<file path="src/rtl/chgp_regs.vh">
// Offsets, field positions, reset values and timing of the charger host port.
`ifndef CHGP_REGS_VH
`define CHGP_REGS_VH
// Serial port address and register offsets.
`define CHGP_SLAVE_ADDR 7'h6b
`define CHGP_ADDR_INPUT_SRC 8'h00
`define CHGP_ADDR_POWER_ON 8'h01
`define CHGP_ADDR_TERM_TIMER 8'h05
`define CHGP_ADDR_LAST_RW 8'h07
`define CHGP_ADDR_STATUS 8'h08
`define CHGP_ADDR_FAULT 8'h09
`define CHGP_ADDR_IDENT 8'h0a
// Reset values; the identity value is arbitrary.
`define CHGP_RST_INPUT_SRC 8'h58
`define CHGP_RST_POWER_ON 8'h1b
`define CHGP_RST_TERM_TIMER 8'h9c
`define CHGP_RST_OTHER 8'h00
`define CHGP_IDENT_VALUE 8'h25
// Field positions.
`define CHGP_PWR_REG_RESET 7
`define CHGP_PWR_WDT_KICK 6
`define CHGP_PWR_CHG_EN 4
`define CHGP_TT_TERM_EN 7
`define CHGP_TT_WDT_HI 5
`define CHGP_TT_WDT_LO 4
`define CHGP_TT_SAFE_EN 3
`define CHGP_FLT_DEFAULT 7
`define CHGP_FLT_BAT 3
`define CHGP_STS_THERM_REG 1
// Charge fault field codes.
`define CHGP_CF_NONE 2'h0
`define CHGP_CF_INPUT_OV 2'h1
`define CHGP_CF_THERM_SD 2'h2
`define CHGP_CF_TIMER 2'h3
// Timing figures in their own units.
`define CHGP_CLK_MHZ 200
`define CHGP_US_PER_SEC 1000000
`define CHGP_INT_PULSE_US 256
`define CHGP_SHORT_DELAY_US 1000
`define CHGP_SAFETY_HOURS 12
`define CHGP_SEC_PER_HOUR 3600
`define CHGP_WDT_BASE_SEC 40
`endif

</file>
<file path="src/rtl/chgp_sync.v">
// Three-stage input synchroniser that accepts a change once stages agree.
`timescale 1ns/10ps
module chgp_sync #(
  parameter W = 1,
  parameter [W-1:0] INIT = {W{1'b0}}
) (
  input wire clk_sys, // System clock.
  input wire rst, // Synchronous reset, active high.
  input wire [W-1:0] asyncIn, // Inputs from outside the clock domain.
  output reg [W-1:0] syncOut // Filtered synchronous copy.
);
  reg [W-1:0] stage1_q;
  reg [W-1:0] stage2_q;
  reg [W-1:0] stage3_q;
  wire [W-1:0] agree;

  // A bit is accepted only where the second and third stages agree.
  assign agree = ~(stage2_q ^ stage3_q);

  // Shift the stages and update the output per agreeing bit.
  always @(posedge clk_sys) begin
    if (rst) begin
      stage1_q <= INIT;
      stage2_q <= INIT;
      stage3_q <= INIT;
      syncOut <= INIT;
    end else begin
      stage1_q <= asyncIn;
      stage2_q <= stage1_q;
      stage3_q <= stage2_q;
      syncOut <= (stage3_q & agree) | (syncOut & ~agree);
    end
  end
endmodule // chgp_sync

</file>
<file path="src/rtl/chgp_oneshot.v">
// Retriggerable one-shot that holds busy for a fixed number of cycles.
`timescale 1ns/10ps
module chgp_oneshot #(
  parameter [31:0] CYCLES = 32'h0000_0010
) (
  input wire clk_sys, // System clock.
  input wire rst, // Synchronous reset, active high.
  input wire trigger, // Start or restart the interval.
  output reg busy // High for CYCLES cycles after a trigger.
);
  reg [31:0] count_q;

  // Load on trigger, then count down to zero and drop busy.
  always @(posedge clk_sys) begin
    if (rst) begin
      count_q <= 32'h0000_0000;
      busy <= 1'b0;
    end else if (trigger) begin
      count_q <= CYCLES - 32'h0000_0001;
      busy <= 1'b1;
    end else if (busy) begin
      if (count_q == 32'h0000_0000) begin
        busy <= 1'b0;
      end else begin
        count_q <= count_q - 32'h0000_0001;
      end
    end
  end
endmodule // chgp_oneshot

</file>
<file path="src/rtl/chgp_top.v">
// Charger host port: serial slave, fault latch, interrupt and supervision.
//
// Contract
// - Events give one 256 us interrupt pulse.
// - Source, input, removal, done events never masked.
// - Fault pulses interrupt, latched until fault read.
// - Latched fault suppresses new interrupts except thermistor; input overvoltage still interrupts.
// - Thermistor field is live, never latched.
// - First read latched faults, second read present.
// - Thermal regulation: no termination, half timer, status.
// - Thermal shutdown stops converter, code 10, interrupt.
// - Input overvoltage stops switching, code 01, interrupt.
// - Battery overvoltage stops charge, bit 3, interrupt.
// - Battery short: switch off, 1 ms, 100 mA.
// - Fault bit 7 high default, low host.
// - Reset starts default mode, 12-hour timer.
// - Any write moves device into host mode.
// - Slave answers at seven-bit address 6BH.
// - Port works at 100 and 400 kbit/s.
// - Data changes only while clock is low.
// - Master makes start and stop; busy between.
// - Eight bits, MSB first, then acknowledge.
// - Slave may stretch clock between bytes; this slave never does, sclOe stays low.
// - Undefined register gets not-acknowledge, port idles.
// - Fault register only single-byte reads.
`timescale 1ns/10ps
`include "chgp_regs.vh"
module chgp_top #(
  parameter [31:0] INT_CYCLES = `CHGP_INT_PULSE_US * `CHGP_CLK_MHZ,
  parameter [31:0] SHORT_CYCLES = `CHGP_SHORT_DELAY_US * `CHGP_CLK_MHZ,
  parameter [31:0] SEC_CYCLES = `CHGP_US_PER_SEC * `CHGP_CLK_MHZ,
  parameter [31:0] SAFETY_SEC = `CHGP_SAFETY_HOURS * `CHGP_SEC_PER_HOUR,
  parameter [31:0] WDT_BASE_SEC = `CHGP_WDT_BASE_SEC
) (
  input wire clk_sys, // System clock, 200 MHz.
  input wire rst, // Synchronous reset, active high.
  input wire sclIn, // Serial clock pin level.
  output wire sclOut, // Serial clock drive value.
  output wire sclOe, // Serial clock pulled low when high.
  input wire sdaIn, // Serial data pin level.
  output wire sdaOut, // Serial data drive value.
  output wire sdaOe, // Serial data pulled low when high.
  input wire srcIdentIn, // Source type detection finished.
  input wire goodInputIn, // Good input source present.
  input wire inputRemovedIn, // Input supply rail removed.
  input wire inputOvIn, // Input overvoltage comparator.
  input wire chargeDoneIn, // Charge cycle complete.
  input wire thermalRegIn, // Junction in thermal regulation.
  input wire thermalSdIn, // Junction thermal shutdown.
  input wire batteryOvIn, // Battery overvoltage comparator.
  input wire batteryShortIn, // Battery below short threshold.
  input wire [2:0] thermistorFaultIn, // Battery thermistor condition.
  input wire [1:0] chargePhaseIn, // Charge phase code.
  input wire [1:0] srcTypeIn, // Detected source type code.
  output wire hostIntN, // Host interrupt, low during pulse.
  output wire defaultMode, // High in default mode.
  output wire converterOn, // Converter may switch.
  output wire chargeEnable, // Charging allowed.
  output wire terminationEnable, // Charge termination allowed.
  output wire timerHalfRate, // Safety timer at half rate.
  output wire safetyExpired, // Safety timer has expired.
  output wire batterySwitchOn, // Battery switch closed.
  output wire chargeLow100mA, // Charge at the 100 mA level.
  output wire [7:0] inputSourceCfg, // Input source control value.
  output wire [7:0] powerOnCfg, // Power-on configuration value.
  output wire [7:0] termTimerCfg // Termination and timer control value.
);
  // ****************************************************************
  // State codes
  // ****************************************************************
  localparam [3:0] ST_IDLE = 4'h0;
  localparam [3:0] ST_ADDR = 4'h1;
  localparam [3:0] ST_AACK = 4'h2;
  localparam [3:0] ST_PTR = 4'h3;
  localparam [3:0] ST_PACK = 4'h4;
  localparam [3:0] ST_WDATA = 4'h5;
  localparam [3:0] ST_WACK = 4'h6;
  localparam [3:0] ST_RDATA = 4'h7;
  localparam [3:0] ST_RACK = 4'h8;
  localparam [17:0] SYNC_INIT = 18'h0_0003;

  // ****************************************************************
  // Declarations
  // ****************************************************************
  wire [17:0] pinsS;
  reg [17:0] pinsPrev_q;
  wire [17:0] pinsRise;
  wire scl;
  wire sda;
  wire sclRise;
  wire sclFall;
  wire startCond;
  wire stopCond;
  wire [2:0] ntcNow;
  wire intBusy;
  wire shortBusy;
  reg shortBusyPrev_q;
  reg [7:0] cfg_q [0:7];
  reg [3:0] state_q;
  reg [3:0] bitCnt_q;
  reg [7:0] shift_q;
  reg [7:0] ptr_q;
  reg rw_q;
  reg firstRd_q;
  reg sdaOe_q;
  reg sdaOut_q;
  reg sclOe_q;
  reg sclOut_q;
  reg wrStb;
  reg hostWrite;
  reg faultRead;
  reg [7:0] rdByte;
  reg loadRead;
  reg [1:0] fltChg_q;
  reg fltBat_q;
  reg [1:0] chgFaultNow;
  wire latchHas;
  wire newFault;
  wire anyIrq;
  reg defaultMode_q;
  reg hostIntN_q;
  reg converterOn_q;
  reg chargeEnable_q;
  reg terminationEnable_q;
  reg timerHalfRate_q;
  reg safetyExpired_q;
  reg batterySwitchOn_q;
  reg chargeLow100mA_q;
  reg [31:0] secCnt_q;
  reg halfPhase_q;
  reg [31:0] safeSec_q;
  reg [31:0] wdtSec_q;
  reg [31:0] wdtLimit;
  wire secTick;
  wire safeExpireEv;
  wire wdtExpire;
  wire [1:0] wdtCode;
  integer i;

  // ****************************************************************
  // Input synchronisation and edges
  // ****************************************************************
  // Every pin input passes three stages before use.
  chgp_sync #(.W(18), .INIT(SYNC_INIT)) uSync (
    .clk_sys(clk_sys),
    .rst(rst),
    .asyncIn({srcTypeIn, chargePhaseIn, thermistorFaultIn, batteryShortIn,
      batteryOvIn, thermalSdIn, thermalRegIn, chargeDoneIn, inputOvIn,
      inputRemovedIn, goodInputIn, srcIdentIn, sdaIn, sclIn}),
    .syncOut(pinsS)
  );

  // Previous sample for edge detection.
  always @(posedge clk_sys) begin
    if (rst) begin
      pinsPrev_q <= SYNC_INIT;
    end else begin
      pinsPrev_q <= pinsS;
    end
  end

  // Bus edges and conditions; start and stop need the clock high.
  assign pinsRise = pinsS & ~pinsPrev_q;
  assign scl = pinsS[0];
  assign sda = pinsS[1];
  assign sclRise = scl & ~pinsPrev_q[0];
  assign sclFall = ~scl & pinsPrev_q[0];
  assign startCond = scl & pinsPrev_q[0] & pinsPrev_q[1] & ~sda;
  assign stopCond = scl & pinsPrev_q[0] & ~pinsPrev_q[1] & sda;
  assign ntcNow = pinsS[13:11];

  // ****************************************************************
  // Read data selection
  // ****************************************************************
  // Pick the byte to send; a fault read past the first byte sends zero.
  always @* begin
    rdByte = 8'h00;
    faultRead = 1'b0;
    loadRead = sclFall & ((state_q == ST_AACK & rw_q) | state_q == ST_RACK);
    if (ptr_q <= `CHGP_ADDR_LAST_RW) begin
      rdByte = cfg_q[ptr_q[2:0]];
    end else if (ptr_q == `CHGP_ADDR_STATUS) begin
      rdByte = {pinsS[17:16], pinsS[15:14], pinsS[3], 1'b0, pinsS[7], 1'b0};
    end else if (ptr_q == `CHGP_ADDR_FAULT) begin
      if (firstRd_q) begin
        rdByte = {defaultMode_q, 1'b0, fltChg_q, fltBat_q, ntcNow};
        faultRead = loadRead;
      end
    end else if (ptr_q == `CHGP_ADDR_IDENT) begin
      rdByte = `CHGP_IDENT_VALUE;
    end
  end

  // ****************************************************************
  // Serial slave
  // ****************************************************************
  // Slave sequencer: shift on rising clock, drive on falling clock.
  always @(posedge clk_sys) begin
    wrStb <= 1'b0;
    hostWrite <= 1'b0;
    if (rst) begin
      state_q <= ST_IDLE;
      bitCnt_q <= 4'h0;
      shift_q <= 8'h00;
      ptr_q <= 8'h00;
      rw_q <= 1'b0;
      firstRd_q <= 1'b0;
      sdaOe_q <= 1'b0;
    end else if (startCond) begin
      state_q <= ST_ADDR;
      bitCnt_q <= 4'h0;
      sdaOe_q <= 1'b0;
    end else if (stopCond) begin
      state_q <= ST_IDLE;
      sdaOe_q <= 1'b0;
    end else if (loadRead) begin
      shift_q <= rdByte;
      sdaOe_q <= ~rdByte[7];
      bitCnt_q <= 4'h1;
      firstRd_q <= 1'b0;
      state_q <= ST_RDATA;
      if (ptr_q < `CHGP_ADDR_FAULT) begin
        ptr_q <= ptr_q + 8'h01;
      end
    end else begin
      case (state_q)
        ST_ADDR, ST_PTR, ST_WDATA: begin
          if (sclRise && bitCnt_q != 4'h8) begin
            shift_q <= {shift_q[6:0], sda};
            bitCnt_q <= bitCnt_q + 4'h1;
          end else if (sclFall && bitCnt_q == 4'h8) begin
            bitCnt_q <= 4'h0;
            if (state_q == ST_ADDR) begin
              if (shift_q[7:1] == `CHGP_SLAVE_ADDR) begin
                sdaOe_q <= 1'b1;
                rw_q <= shift_q[0];
                hostWrite <= ~shift_q[0];
                firstRd_q <= 1'b1;
                state_q <= ST_AACK;
              end else begin
                state_q <= ST_IDLE;
              end
            end else if (state_q == ST_PTR) begin
              if (shift_q <= `CHGP_ADDR_IDENT) begin
                ptr_q <= shift_q;
                sdaOe_q <= 1'b1;
                state_q <= ST_PACK;
              end else begin
                state_q <= ST_IDLE;
              end
            end else begin
              wrStb <= 1'b1;
              sdaOe_q <= 1'b1;
              state_q <= ST_WACK;
            end
          end
        end
        ST_AACK: begin
          if (sclFall) begin
            sdaOe_q <= 1'b0;
            state_q <= ST_PTR;
          end
        end
        ST_PACK, ST_WACK: begin
          if (sclFall) begin
            sdaOe_q <= 1'b0;
            state_q <= ST_WDATA;
            if (state_q == ST_WACK && ptr_q < `CHGP_ADDR_FAULT) begin
              ptr_q <= ptr_q + 8'h01;
            end
          end
        end
        ST_RDATA: begin
          if (sclFall) begin
            if (bitCnt_q == 4'h8) begin
              sdaOe_q <= 1'b0;
              bitCnt_q <= 4'h0;
              state_q <= ST_RACK;
            end else begin
              shift_q <= {shift_q[6:0], 1'b0};
              sdaOe_q <= ~shift_q[6];
              bitCnt_q <= bitCnt_q + 4'h1;
            end
          end
        end
        ST_RACK: begin
          if (sclRise && sda) begin
            state_q <= ST_IDLE;
          end
        end
        default: begin
          sdaOe_q <= 1'b0;
        end
      endcase
    end
  end

  // Clock is never stretched: every answer is ready at once.
  always @(posedge clk_sys) begin
    if (rst) begin
      sdaOut_q <= 1'b0;
      sclOut_q <= 1'b0;
      sclOe_q <= 1'b0;
    end else begin
      sdaOut_q <= 1'b0;
      sclOut_q <= 1'b0;
      sclOe_q <= 1'b0;
    end
  end

  // ****************************************************************
  // Configuration registers and watchdog
  // ****************************************************************
  assign wdtCode = cfg_q[5][`CHGP_TT_WDT_HI:`CHGP_TT_WDT_LO];
  assign wdtExpire = ~defaultMode_q & wdtCode != 2'h0 & wdtSec_q >= wdtLimit;

  // Watchdog interval doubles with each code step.
  always @* begin
    case (wdtCode)
      2'h1: wdtLimit = WDT_BASE_SEC;
      2'h2: wdtLimit = {WDT_BASE_SEC[30:0], 1'b0};
      2'h3: wdtLimit = {WDT_BASE_SEC[29:0], 2'h0};
      default: wdtLimit = 32'h0000_0000;
    endcase
  end

  // Registers load from writes; expiry or reset restores defaults.
  always @(posedge clk_sys) begin
    if (rst || wdtExpire || (wrStb && ptr_q == `CHGP_ADDR_POWER_ON &&
        shift_q[`CHGP_PWR_REG_RESET])) begin
      for (i = 0; i < 8; i = i + 1) begin
        cfg_q[i] <= (i == 0) ? `CHGP_RST_INPUT_SRC :
          (i == 1) ? `CHGP_RST_POWER_ON :
          (i == 5) ? `CHGP_RST_TERM_TIMER : `CHGP_RST_OTHER;
      end
    end else if (wrStb && ptr_q <= `CHGP_ADDR_LAST_RW) begin
      cfg_q[ptr_q[2:0]] <= (ptr_q == `CHGP_ADDR_POWER_ON) ?
        {2'h0, shift_q[5:0]} : shift_q;
    end
  end

  // Mode flag and watchdog seconds counter.
  always @(posedge clk_sys) begin
    if (rst) begin
      defaultMode_q <= 1'b1;
      wdtSec_q <= 32'h0000_0000;
    end else begin
      if (wdtExpire) begin
        defaultMode_q <= 1'b1;
      end else if (hostWrite) begin
        defaultMode_q <= 1'b0;
      end
      if (defaultMode_q || wdtCode == 2'h0 || (wrStb &&
          ((ptr_q == `CHGP_ADDR_POWER_ON && shift_q[`CHGP_PWR_WDT_KICK]) ||
          ptr_q == `CHGP_ADDR_TERM_TIMER))) begin
        wdtSec_q <= 32'h0000_0000;
      end else if (secTick) begin
        wdtSec_q <= wdtSec_q + 32'h0000_0001;
      end
    end
  end

  // ****************************************************************
  // Safety timer
  // ****************************************************************
  assign secTick = secCnt_q == SEC_CYCLES - 32'h0000_0001;
  assign safeExpireEv = ~safetyExpired_q & safeSec_q >= SAFETY_SEC;

  // Second prescaler and the charge safety timer.
  always @(posedge clk_sys) begin
    if (rst) begin
      secCnt_q <= 32'h0000_0000;
      halfPhase_q <= 1'b0;
      safeSec_q <= 32'h0000_0000;
      safetyExpired_q <= 1'b0;
    end else begin
      secCnt_q <= secTick ? 32'h0000_0000 : secCnt_q + 32'h0000_0001;
      if (secTick) begin
        halfPhase_q <= ~halfPhase_q;
      end
      if (!cfg_q[1][`CHGP_PWR_CHG_EN] || !cfg_q[5][`CHGP_TT_SAFE_EN]) begin
        safeSec_q <= 32'h0000_0000;
        safetyExpired_q <= 1'b0;
      end else if (safeExpireEv) begin
        safetyExpired_q <= 1'b1;
      end else if (secTick && !safetyExpired_q &&
          (!pinsS[7] || halfPhase_q)) begin
        safeSec_q <= safeSec_q + 32'h0000_0001;
      end
    end
  end

  // ****************************************************************
  // Fault latch and interrupt
  // ****************************************************************
  // Present charge fault code, shutdown taking precedence.
  always @* begin
    if (pinsS[8]) begin
      chgFaultNow = `CHGP_CF_THERM_SD;
    end else if (pinsS[5]) begin
      chgFaultNow = `CHGP_CF_INPUT_OV;
    end else if (safetyExpired_q) begin
      chgFaultNow = `CHGP_CF_TIMER;
    end else begin
      chgFaultNow = `CHGP_CF_NONE;
    end
  end

  assign latchHas = fltChg_q != `CHGP_CF_NONE || fltBat_q;
  assign newFault = pinsRise[8] | pinsRise[5] | pinsRise[9] | safeExpireEv;
  // Status events, input overvoltage and thermistor changes to a nonzero code always interrupt; other faults only when nothing is latched.
  assign anyIrq = pinsRise[2] | pinsRise[3] | pinsRise[4] | pinsRise[5] |
    pinsRise[6] | (newFault & ~latchHas) |
    (ntcNow != pinsPrev_q[13:11] && ntcNow != 3'h0);

  // Latch holds the first charge fault code and a sticky battery bit until read; a read reloads present state.
  always @(posedge clk_sys) begin
    if (rst) begin
      fltChg_q <= `CHGP_CF_NONE;
      fltBat_q <= 1'b0;
    end else if (faultRead) begin
      fltChg_q <= chgFaultNow;
      fltBat_q <= pinsS[9];
    end else begin
      if (fltChg_q == `CHGP_CF_NONE) begin
        fltChg_q <= chgFaultNow;
      end
      if (pinsS[9]) begin
        fltBat_q <= 1'b1;
      end
    end
  end

  // Pulse generator for the host interrupt.
  chgp_oneshot #(.CYCLES(INT_CYCLES)) uIntShot (
    .clk_sys(clk_sys),
    .rst(rst),
    .trigger(anyIrq),
    .busy(intBusy)
  );

  // Delay before the battery switch closes again after a short.
  chgp_oneshot #(.CYCLES(SHORT_CYCLES)) uShortShot (
    .clk_sys(clk_sys),
    .rst(rst),
    .trigger(pinsRise[10]),
    .busy(shortBusy)
  );

  // ****************************************************************
  // Control outputs
  // ****************************************************************
  // Protection reactions and status drives, all registered.
  always @(posedge clk_sys) begin
    if (rst) begin
      hostIntN_q <= 1'b1;
      converterOn_q <= 1'b0;
      chargeEnable_q <= 1'b0;
      terminationEnable_q <= 1'b0;
      timerHalfRate_q <= 1'b0;
      batterySwitchOn_q <= 1'b1;
      chargeLow100mA_q <= 1'b0;
      shortBusyPrev_q <= 1'b0;
    end else begin
      hostIntN_q <= ~intBusy;
      converterOn_q <= ~pinsS[8] & ~pinsS[5];
      chargeEnable_q <= cfg_q[1][`CHGP_PWR_CHG_EN] & ~pinsS[9] &
        ~safetyExpired_q & ~pinsS[8] & ~pinsS[5];
      terminationEnable_q <= cfg_q[5][`CHGP_TT_TERM_EN] & ~pinsS[7];
      timerHalfRate_q <= pinsS[7];
      shortBusyPrev_q <= shortBusy;
      if (pinsRise[10]) begin
        batterySwitchOn_q <= 1'b0;
      end else if (shortBusyPrev_q && !shortBusy) begin
        batterySwitchOn_q <= 1'b1;
        chargeLow100mA_q <= pinsS[10];
      end else if (!pinsS[10]) begin
        chargeLow100mA_q <= 1'b0;
      end
    end
  end

  // Outputs taken straight from flip-flops.
  assign sclOut = sclOut_q;
  assign sclOe = sclOe_q;
  assign sdaOut = sdaOut_q;
  assign sdaOe = sdaOe_q;
  assign hostIntN = hostIntN_q;
  assign defaultMode = defaultMode_q;
  assign converterOn = converterOn_q;
  assign chargeEnable = chargeEnable_q;
  assign terminationEnable = terminationEnable_q;
  assign timerHalfRate = timerHalfRate_q;
  assign safetyExpired = safetyExpired_q;
  assign batterySwitchOn = batterySwitchOn_q;
  assign chargeLow100mA = chargeLow100mA_q;
  assign inputSourceCfg = cfg_q[0];
  assign powerOnCfg = cfg_q[1];
  assign termTimerCfg = cfg_q[5];
endmodule // chgp_top

</file>
<file path="config.mk">
export PLATFORM = sky130hd
export DESIGN_NAME = chgp_top
export DESIGN_NICKNAME = d
export VERILOG_FILES = /design/src/rtl/chgp_sync.v /design/src/rtl/chgp_oneshot.v /design/src/rtl/chgp_top.v
export VERILOG_INCLUDE_DIRS = /design/src /design/src/rtl
export SDC_FILE = /design/constraint.sdc
export NUM_CORES = 1
export LEC_CHECK = 0
export BUFFER_PORTS_ARGS = -buffer_cell sky130_fd_sc_hd__clkbuf_2
export CORE_ASPECT_RATIO = 0.75
export CORE_UTILIZATION = 60
export DETAILED_ROUTE_END_ITERATION = 10
export GPL_TIMING_DRIVEN = 0
export PLACE_DENSITY_LB_ADDON = 0.05
export SLEW_MARGIN = 20
export SYNTH_ARGS = -nofsm -noshare
export SYNTH_HDL_FRONTEND = slang
export SYNTH_SLANG_ARGS = --single-unit
</file>
<file path="constraint.sdc">
create_clock -name clk_sys -period 3 [get_ports clk_sys]
set_input_delay 0.15 -clock clk_sys [delete_from_list [all_inputs] [get_ports clk_sys]]
set_output_delay 0.15 -clock clk_sys [all_outputs]
set_load 0.01 [all_outputs]
</file>
==> results of run 1 <==
==> area by class of cell <==
cell class	count	area, um^2
inverters	49	188
plain buffers	84	350
clock buffers	49	1010
clock inverters	16	205
repair buffers	76	495
multi-input cells	1187	7570
flip-flops and latches	357	7790
fillers	2020	7310
well taps	338	423
==> sequential cells by signal (all words and copies together), names as in the netlist, 18 cells and up, named ones only <==
name,cells
cfg_q,64
safeSec_q,32
secCnt_q,32
uIntShot.count_q,32
uShortShot.count_q,32
wdtSec_q,32
uSync.stage1_q,18
uSync.stage2_q,18
uSync.stage3_q,18
==> layer usage <==
layer  wire, um  part of all wire
met1      18300              0.47
met5         13           0.00033
met4        675             0.017
met2      16500              0.42
met3       3570             0.091
==> worst reg2reg max path: stages, from the launching register on <==
cell	delay (ns)
edfxtp_1	0.52
nand2_1	0.11
ha_1	0.31
a211oi_1	0.25
nand4_1	0.13
o21a_1	0.22
nor2_2	0.14
o21ai_4	0.13
clkbuf_4	0.21
buf_1	0.25
nor4_1	0.42
==> cells by family (layout without fill, tap and decap cells) <==
family,Yosys count,in the layout,synth area share
other cells,1,3,0.000238
simple gates,776,776,0.266
fa+ha+maj,19,19,0.0151
xor+xnor,111,111,0.0617
flops,357,357,0.494
buf+inv,136,274,0.0338
compound gates,246,246,0.0981
mux,32,32,0.0305
==> cells in the final DEF, fill, tap and decap left out, drive strengths merged, types with 9 or more instances in the layout <==
master / Yosys / routed
edfxtp: 64 / 64
nor2: 144 / 144
mux4: 12 / 12
xnor2: 55 / 55
or2: 20 / 20
nor4: 93 / 93
nand3: 63 / 63
a31oi: 11 / 11
ha: 19 / 19
mux2i: 12 / 12
nor2b: 74 / 74
and3: 17 / 17
or3: 28 / 28
dfxtp: 293 / 293
o21a: 9 / 9
inv: 49 / 50
xor2: 56 / 56
nand4: 29 / 29
buf: 10 / 15
o21ai: 60 / 60
nand2: 126 / 126
or4: 26 / 26
and2: 24 / 24
nor3b: 25 / 25
clkbuf: 77 / 176
a21oi: 93 / 93
nor3: 54 / 54
dlygate4sd3: 0 / 18
nand2b: 25 / 25
a211oi: 11 / 11
==> repair_timing <==
item                       4_1_cts  5_1_grt
pin swaps                        1        3
setup buffers                    2        3
resized for setup               13       22
setup endpoints to repair      126      145
hold endpoints to repair        18        0
hold buffers                    18        0
==> worst max-delay path by stage <==
stage	cells after the start	slack, ns	end
3_3_place_gp	7	-0.62	cfg_q[1][3]$_SDFFCE_PN1P_
2_1_floorplan	11	0.18	cfg_q[1][0]$_SDFFCE_PN1P_
5_1_grt	10	-0.06	cfg_q[1][6]$_SDFFCE_PN0P_
4_1_cts	10	-0.04	cfg_q[0][7]$_SDFFCE_PN0P_
3_5_place_dp	11	-0.72	cfg_q[1][1]$_SDFFCE_PN1P_
6_report	10	0.08	cfg_q[1][6]$_SDFFCE_PN0P_
==> per-stage QoR <==
| step | TNS [ns] | total power, mW |
|---|---|---|
| after floorplan | 0 | 5.39 |
| after global placement | -19.84 | 5.51 |
| after detailed placement | -27.56 | 5.52 |
| after CTS | -0.0753 | 10.1 |
| after global routing | -0.101 | 10.4 |
| final | 0 | 10.1 |
==> where the power goes <==
group          leakage [nW]  internal, mW  switching (mW)
Clock                 0.595          2.72            1.90
Sequential             3.01          4.95          0.0505
Combinational          2.65         0.168           0.293
Total                  6.26          7.84            2.24
==> impl_metrics.csv, run 1 <==
group,metric,value,unit
setup_path,rrSetupSlack,0.08,ns
synthesis,avgSynthCellArea,9.39,um^2
detailed_routing,ant_nets,0,
power_and_ir_drop,p_leak,6.26,nW
detailed_routing,detail_route.first_pass.iterations,5,
min_path,hold_end,"cfg_q[1][0]$_SDFFCE_PN1P_",
die,io_pins,57,
synthesis,netlist.area_leader.share,0.372,
global_route,overflow,0,
die,die_w,189,um
run,maxCapViolations,0,
synthesis,syn-cell-area,15800,um^2
sta,setup_violations,0,
cells_and_area,area_growth,14.4,%
cells_and_area,design_area,18000,um^2
setup_path,rr_endpoint,"cfg_q[1][6]$_SDFFCE_PN0P_",
synthesis,synthTopCellsByArea,"dfxtp_1, edfxtp_1, nor4_1",
place,placed_cells,2071,
place,pre_cts_slack,-0.723,ns
clock_tree,root_buffer,"clkbuf_16",
sta,relSlewSlack,0.367,
global_route,grt_first_pass_wirelength,62.1,mm
cells_and_area,fin_util,0.711,
synthesis,ys_warn_count,0,
clock_tree,cts_max_level,2,
place,gp_congestion,0.953,
setup_path,crit_fanout,10,
synthesis,synth.distinct_cells,75,
global_route,antenna_found_initial,1,
global_route,grt_max_degree,16,
power_and_ir_drop,peakVddDrop,0.000562,V
min_path,hold_depth,4,
synthesis,ys.flop_type,"dfxtp_1",
global_route,met1_usage,0.430,
clock_tree,clk_pin_slew,0.07,ns
detailed_routing,first_iter_violations,1160,
outcome,status,"finished, final reports clean",
setup_path,cp_cell_sequence,"nand2_1 -> ha_1 -> a211oi_1 -> nand4_1 -> o21a_1 -> nor2_2 -> o21ai_4 -> clkbuf_4 -> buf_1 -> nor4_1",
synthesis,ys_top_cells_by_count,"dfxtp_1, nor2_1, nand2_1",
synthesis,synth_most_common_cell,"dfxtp_1",
synthesis,synthCells,1678,
sta,fin_worst_skew,0.0137,ns
clock_tree,cts_tree,"built",
clock_tree,clock_latency,0.53,ns
detailed_routing,drt-total-wl,39.0,mm
synthesis,async_reset_ff_frac,0,
setup_path,crit_start,"cfg_q[5][5]$_SDFFCE_PN0P_",
setup_path,crit_slowest_cell,"edfxtp_1",
cells_and_area,fin_nets,1830,
setup_path,end_kind,"register",
sta,holdWs,0.185,ns
die,initial_utilization,0.622,
sta,timing.final.crit_share,0.975,
die,die_h,142,um
setup_path,start_kind,"register",
place,port-buffer-count,53,
cells_and_area,drive_gt1_frac,0.108,
synthesis,synth_edf_count,64,
setup_path,cp.arrival,3.23,ns
sta,finalCriticalPeriod,2.92,ns
clock_tree,cts.sinks,357,
clock_tree,cts.path.max_buffers,3,
sta,worst_pin_slew,0.941,ns
detailed_routing,wire_per_inst,18.1,um
clock_tree,cts_made_buffers,36,
sta,finalWorstSetupSlack,0.0757,ns
cells_and_area,final_cells,2156,
synthesis,ys_ff_latch,357,
place,placed_cell_area,16500,um^2
global_route,first_global_vias,11900,
synthesis,synth_area_leader_cell,"dfxtp_1",
sta,rsz0062_at_grt,"yes",
die,dieArea,26900,um^2
detailed_routing,vias_per_cell,6.05,
global_route,grt_use_met2,0.422,
sta,slew_violations,0,
setup_path,path_buf_inv,2,
power_and_ir_drop,powerDensity,559,nW/um^2
global_route,use_met3,0.0641,
place,dp_hpwl,27.0,mm
min_path,min-delay-start,"rst",
setup_path,critical_path.max_stage_delay,0.52,ns
synthesis,synth-seq-area-share,0.494,
detailed_routing,num_vias,13100,
setup_path,critPathKind,"reg -> reg",
setup_path,r2r-start,"cfg_q[5][5]$_SDFFCE_PN0P_",
detailed_routing,drc_errors,0,
sta,hold_viol,0,
setup_path,required,3.30,ns
cells_and_area,diodes,0,
setup_path,cp_top_family,"simple AND/OR/NAND/NOR gates",
die,num_rows,50,
die,coreArea,25300,um^2
global_route,track_usage,0.289,
global_route,grt.busiest_layer,"met1",
setup_path,reg2reg_depth,10,
min_path,hp-class,"in -> reg",
sta,fmax,342,MHz
No activity file was read; power rests on OpenSTA's default activity.
==> run 2: changes to the inputs <==
--- a/config.mk
+++ b/config.mk
@@ -8,10 +8,10 @@
 export LEC_CHECK = 0
 export BUFFER_PORTS_ARGS = -buffer_cell sky130_fd_sc_hd__clkbuf_2
 export CORE_ASPECT_RATIO = 0.75
-export CORE_UTILIZATION = 60
+export CORE_UTILIZATION = 30
 export DETAILED_ROUTE_END_ITERATION = 10
 export GPL_TIMING_DRIVEN = 0
-export PLACE_DENSITY_LB_ADDON = 0.05
+export PLACE_DENSITY = 0.56
 export SLEW_MARGIN = 20
 export SYNTH_ARGS = -nofsm -noshare
 export SYNTH_HDL_FRONTEND = slang
==> run 2 against run 1 <==
Net effect:
- register-to-register slack better by 0.07 ns
- clock skew is 0.0096 ns higher
- global-route usage is 14 points lower
- routed wire length is 3.8% higher
- largest power group unchanged
==> impl_metrics.csv, run 2 (synthesized netlist as in run 1, its figures left out) <==
group,metric,value,unit
sta,slew_violations,0,
sta,rsz0062_at_grt,"no",
global_route,track_usage,0.150,
global_route,grt_max_degree,14,
setup_path,start_kind,"register",
outcome,status,"finished, final reports clean",
setup_path,cp.arrival,3.20,ns
cells_and_area,final_cell_mix,"dfxtp_1, nor2_1, nand2_1, a21oi_1, nor4_1",
sta,timing.final.crit_share,0.951,
die,coreArea,51700,um^2
sta,hold_viol,0,
power_and_ir_drop,powerDensity,553,nW/um^2
power_and_ir_drop,pwr-share-comb,0.045,
min_path,hp-class,"in -> reg",
clock_tree,cts.sinks,357,
setup_path,crit_fanout,10,
place,port-buffer-count,53,
run,maxCapViolations,0,
power_and_ir_drop,p_int,7.93,mW
cells_and_area,largest_reg_flops,64,
die,die_w,267,um
detailed_routing,num_vias,12700,
global_route,grt_first_pass_wirelength,64.3,mm
detailed_routing,drc_errors,0,
power_and_ir_drop,p_sw_frac,0.228,
die,io_pins,57,
cells_and_area,drive_gt1_frac,0.113,
cells_and_area,final_cells,2533,
cells_and_area,regMostFlops,"cfg_q",
place,placed_cells,2436,
detailed_routing,ant_nets,0,
setup_path,critPathKind,"reg -> reg",
sta,fmax,351,MHz
clock_tree,clock_latency,0.56,ns
sta,worst_pin_slew,0.935,ns
power_and_ir_drop,p_clk_frac,0.468,
die,die_h,200,um
clock_tree,cts.path.max_buffers,3,
sta,finalWorstSetupSlack,0.147,ns
die,initial_utilization,0.305,
clock_tree,cts_tree,"built",
clock_tree,clk_pin_slew,0.06,ns
detailed_routing,detail_route.first_pass.iterations,6,
global_route,antenna_found_initial,1,
cells_and_area,final_common_cell,"dfxtp_1",
sta,relSlewSlack,0.377,
clock_tree,cts_max_level,2,
sta,setup_violations,0,
die,dieArea,53500,um^2
cells_and_area,fin_nets,1838,
power_and_ir_drop,p_leak,6.31,nW
clock_tree,root_buffer,"clkbuf_16",
detailed_routing,first_iter_violations,1251,
cells_and_area,area_growth,17.8,%
detailed_routing,drt-total-wl,40.5,mm
global_route,overflow,0,
cells_and_area,fin_util,0.359,
detailed_routing,wire_per_inst,16.0,um
clock_tree,cts_made_buffers,39,
detailed_routing,vias_per_cell,5.01,
sta,finalCriticalPeriod,2.85,ns
sta,holdWs,0.220,ns
setup_path,end_kind,"register",
setup_path,reg2reg_depth,7,
setup_path,required,3.35,ns
power_and_ir_drop,p_sw,2.34,mW
place,gp_congestion,0.913,
power_and_ir_drop,peakVddDrop,0.000323,V
global_route,first_global_vias,11700,
sta,fin_worst_skew,0.0233,ns
min_path,hold_depth,5,
place,pre_cts_slack,-0.684,ns
place,dp_hpwl,28.8,mm
die,num_rows,72,
power_and_ir_drop,seq_power_share,0.487,
run 2: per-layer routing:
layer | GRT usage | up-vias | share of wire
met5 | 0 | - | 0
li1 | - | 6252 | -
met1 | 0.227 | 5971 | 0.51
met2 | 0.204 | 385 | 0.39
met3 | 0.0366 | 71 | 0.078
met4 | 0.0493 | 0 | 0.025
run 2: power by group through the flow:
stage          Sequential [mW]  Combinational [mW]  Clock (mW)
2_1_floorplan             5.09               0.296           0
3_3_place_gp              5.10               0.426           0
3_5_place_dp              5.11               0.427           0
4_1_cts                   5.00               0.453        4.97
5_1_grt                   5.01               0.510        5.15
6_report                  5.00               0.459        4.81
run 2: path summary, 6_finish.rpt:
kind | slack (ns) | start | endpoint
setup reg to reg | 0.15 | ptr_q[7]$_SDFFE_PP0P_ | cfg_q[5][0]$_SDFFCE_PN0P_
hold reg to reg | 0.42 | uSync.stage1_q[1]$_SDFF_PP1_ | uSync.stage2_q[1]$_SDFF_PP1_
hold / removal | 0.22 | rst | cfg_q[1][1]$_SDFFCE_PN1P_
setup / recovery | 0.15 | ptr_q[7]$_SDFFE_PP0P_ | cfg_q[5][0]$_SDFFCE_PN0P_
run 2: area by class of cell:
class | count | area [um^2]
fill | 5278 | 33100
sequential | 357 | 7790
multi-input combinational | 1187 | 7560
clock buffer | 56 | 1130
tap | 703 | 880
timing repair buffer | 80 | 526
buffer | 85 | 350
inverter | 49 | 188
clock inverter | 15 | 140
antenna | 1 | 2.50
run 2: worst max-delay path, stage by stage, from the launching register on:
cell and delay [ns]:
dfxtp_1 0.31, or4_1 0.51, clkbuf_1 0.22, nor2_4 0.29, nand2_1 0.30, clkbuf_1 0.31
clkbuf_1 0.32, nor4_1 0.38
run 2: through the flow:
step	total power, mW	area [um^2]	TNS (ns)
detailed placement	5.53	16900	-26.34
floorplan	5.39	15800	0
finish	10.3	18600	0
global route	10.7	18600	0
global placement	5.53	16900	-25.48
CTS	10.4	18400	0
run 2: repair_timing:
item                                   4_1_cts  5_1_grt
setup endpoints to repair                  128      120
hold buffers                                18        0
setup buffers                                4        5
endpoints found under the hold margin       18        0
gates resized for setup                      9       23
pin swaps                                    1        2
==> run 3: changes to the inputs <==
--- a/config.mk
+++ b/config.mk
@@ -6,12 +6,13 @@
 export SDC_FILE = /design/constraint.sdc
 export NUM_CORES = 1
 export LEC_CHECK = 0
+export ABC_AREA = 1
 export BUFFER_PORTS_ARGS = -buffer_cell sky130_fd_sc_hd__clkbuf_2
 export CORE_ASPECT_RATIO = 0.75
 export CORE_UTILIZATION = 30
 export DETAILED_ROUTE_END_ITERATION = 10
 export GPL_TIMING_DRIVEN = 0
-export PLACE_DENSITY = 0.56
+export PLACE_DENSITY = 0.55
 export SLEW_MARGIN = 20
 export SYNTH_ARGS = -nofsm -noshare
 export SYNTH_HDL_FRONTEND = slang
==> run 3 against run 2 <==
Net effect:
- synthesized cell count is 43% higher
- maximum frequency is 4.0% higher
- critical path type unchanged
- power is 9.1% higher
- sequential share of layout area is 3.3 points lower
- largest power group unchanged
==> impl_metrics.csv, run 3 <==
group,metric,value,unit
outcome,status,"finished, final reports clean",
setup_path,crit_slowest_cell,"o21ai_1",
global_route,overflow,0,
detailed_routing,wire_per_inst,14.8,um
detailed_routing,num_vias,16000,
synthesis,synthAdderAreaFrac,0.0136,
cells_and_area,fin_util,0.351,
synthesis,ys_ff_latch,357,
setup_path,crit_fanout,8,
power_and_ir_drop,peakVddDrop,0.000424,V
clock_tree,root_buffer,"clkbuf_16",
clock_tree,clk_pin_slew,0.07,ns
place,placed_cells,3242,
detailed_routing,vias_per_cell,4.81,
synthesis,synth.distinct_cells,48,
clock_tree,cts_made_buffers,39,
sta,slew_violations,0,
detailed_routing,first_iter_violations,1590,
sta,finalCriticalPeriod,2.74,ns
cells_and_area,final_cells,3332,
synthesis,ys.flop_type,"dfxtp_1",
synthesis,syn-cell-area,17400,um^2
global_route,antenna_found_initial,0,
cells_and_area,area_growth,15.8,%
synthesis,synth_edf_count,64,
synthesis,synthMuxAreaShare,0.00230,
setup_path,critPathKind,"reg -> reg",
die,io_pins,57,
synthesis,synth-seq-area-share,0.447,
run,maxCapViolations,0,
cells_and_area,regMostFlops,"cfg_q",
place,pre_cts_slack,0.173,ns
synthesis,synth-simple-area-share,0.328,
place,dp_hpwl,36.8,mm
setup_path,cp_cell_sequence,"inv_1 -> nor2_1 -> ha_1 -> nand3_1 -> nand2_1 -> nand3_1 -> nand2_1 -> nand3_1 -> nand2_1 -> nand2_1 -> nand3_1 -> inv_1 -> o21ai_1",
sta,setup_violations,0,
cells_and_area,largest_reg_flops,64,
cells_and_area,drive_gt1_frac,0.0893,
sta,hold_viol,0,
detailed_routing,drc_errors,0,
synthesis,synthCells,2407,
detailed_routing,detail_route.first_pass.iterations,5,
place,port-buffer-count,53,
clock_tree,cts_max_level,2,
synthesis,avgSynthCellArea,7.24,um^2
setup_path,cp.arrival,2.92,ns
setup_path,end_kind,"register",
synthesis,async_reset_ff_frac,0,
min_path,hp-class,"in -> reg",
setup_path,cp_top_family,"simple AND/OR/NAND/NOR gates",
sta,finalWorstSetupSlack,0.256,ns
setup_path,required,3.17,ns
setup_path,critical_path.max_stage_delay,0.50,ns
sta,rsz0062_at_grt,"no",
sta,fmax,364,MHz
die,die_w,280,um
die,initial_utilization,0.303,
synthesis,synth-compound-area-share,0.0840,
setup_path,start_kind,"register",
sta,timing.final.crit_share,0.915,
clock_tree,cts.path.max_buffers,3,
synthesis,synthTopCellsByArea,"dfxtp_1, edfxtp_1, nand2_1",
sta,fin_worst_skew,0.0341,ns
synthesis,netlist.area_leader.share,0.337,
die,coreArea,57400,um^2
power_and_ir_drop,p_leak,8.02,nW
cells_and_area,fin_nets,2560,
cells_and_area,final_cell_mix,"nand2_1, nor2_1, dfxtp_1, inv_1, a21oi_1",
cells_and_area,diodes,0,
detailed_routing,drt-total-wl,49.2,mm
synthesis,synth_most_common_cell,"nand2_1",
cells_and_area,fillers,6173,
die,die_h,211,um
setup_path,path_buf_inv,2,
clock_tree,cts_tree,"built",
global_route,first_global_vias,14900,
die,dieArea,59000,um^2
die,num_rows,76,
power_and_ir_drop,powerDensity,556,nW/um^2
synthesis,ys_top_cells_by_count,"nand2_1, nor2_1, dfxtp_1",
global_route,grt_first_pass_wirelength,79.2,mm
clock_tree,cts.sinks,357,
synthesis,synth_top_family_by_area,"simple AND/OR/NAND/NOR gates",
clock_tree,cts_setup_buffers,0,
clock_tree,clock_latency,0.55,ns
cells_and_area,final_common_cell,"nand2_1",
sta,tns,0,ns
sta,worst_pin_slew,1.01,ns
detailed_routing,ant_nets,0,
synthesis,synthXorXnorAreaFrac,0.0437,
global_route,grt_max_degree,17,
synthesis,ys_warn_count,0,
sta,relSlewSlack,0.328,
global_route,track_usage,0.166,
place,gp_congestion,0.917,
synthesis,synth_area_leader_cell,"dfxtp_1",
run 3: cell types whose count changed after synthesis, sizes merged, moves of 50 or more:
cell,previous run,this run
a21oi,93,143
inv,49,265
nand2,126,483
nand3,63,133
nor2,144,462
nor2b,74,0
nor3,54,126
nor4,93,6
run 3: tightest hold or removal path, delay by kind of cell:
family                 cells  cell delay [ns]
buffers and inverters      2             0.34
and+or+nand+nor            2             0.28
run 3: path summary, 6_finish.rpt:
check / from / end / slack (ns) / depth (start not counted)
worst min-delay path: rst / uIntShot.count_q[25]$_SDFFE_PP0P_ / 0.27 / 4
worst max register to register: cfg_q[5][4]$_SDFFCE_PN1P_ / cfg_q[0][4]$_SDFFCE_PN1P_ / 0.26 / 13
worst min register to register: uSync.stage1_q[9]$_SDFF_PP0_ / uSync.stage2_q[9]$_SDFF_PP0_ / 0.38 / 2
worst max-delay path: cfg_q[5][4]$_SDFFCE_PN1P_ / cfg_q[0][4]$_SDFFCE_PN1P_ / 0.26 / 13
run 3: logic make-up (layout without fill, tap and decap cells):
| logic type | count (synthesis) | in the layout |
|---|---|---|
| muxes | 4 | 4 |
| AOI/OAI and AO/OA | 279 | 279 |
| other | 1 | 3 |
| DFF | 357 | 357 |
| buffers and inverters | 350 | 493 |
| adders and majority gates | 19 | 19 |
| xor gates and xnor gates | 87 | 87 |
| and+or+nand+nor | 1310 | 1310 |
run 3: power by group:
part	internal [mW]	switching, mW
registers	5.00	0.0953
clock network	2.91	2.07
logic	0.321	0.820
run 3: metrics by stage:
| stage | hold WS (ns) | area [um^2] | total power, mW |
|---|---|---|---|
| floorplan | 0.254 | 17400 | 5.90 |
| global placement | 0.361 | 18700 | 6.28 |
| detailed placement | 0.357 | 18700 | 6.29 |
| CTS | 0.238 | 20200 | 11.3 |
| global route | 0.298 | 20200 | 11.7 |
| finish | 0.270 | 20200 | 11.2 |
run 3: metal layers:
metal	global-route usage	vias up	wire length, um
li1	-	8009	-
met1	0.259	7465	25100
met2	0.235	503	19500
met3	0.0292	64	3750
met4	0.0330	0	801
met5	0	-	0
run 3: what timing repair did:
action,CTS,global route
gates resized for setup,0,2
endpoints found under the hold margin,18,0
hold buffers,18,0
endpoints found under the setup margin,0,11
run 3: area by class of cell:
class | count | area, um^2 | area share
Sequential cell | 357 | 7790 | 0.386
Inverter | 274 | 1030 | 0.0511
Clock inverter | 16 | 193 | 0.00956
Tap cell | 780 | 976 | 0.0484
Clock buffer | 56 | 1120 | 0.0558
Timing Repair Buffer | 71 | 445 | 0.0221
Multi-Input combinational cell | 1702 | 8220 | 0.408
Buffer | 76 | 388 | 0.0192
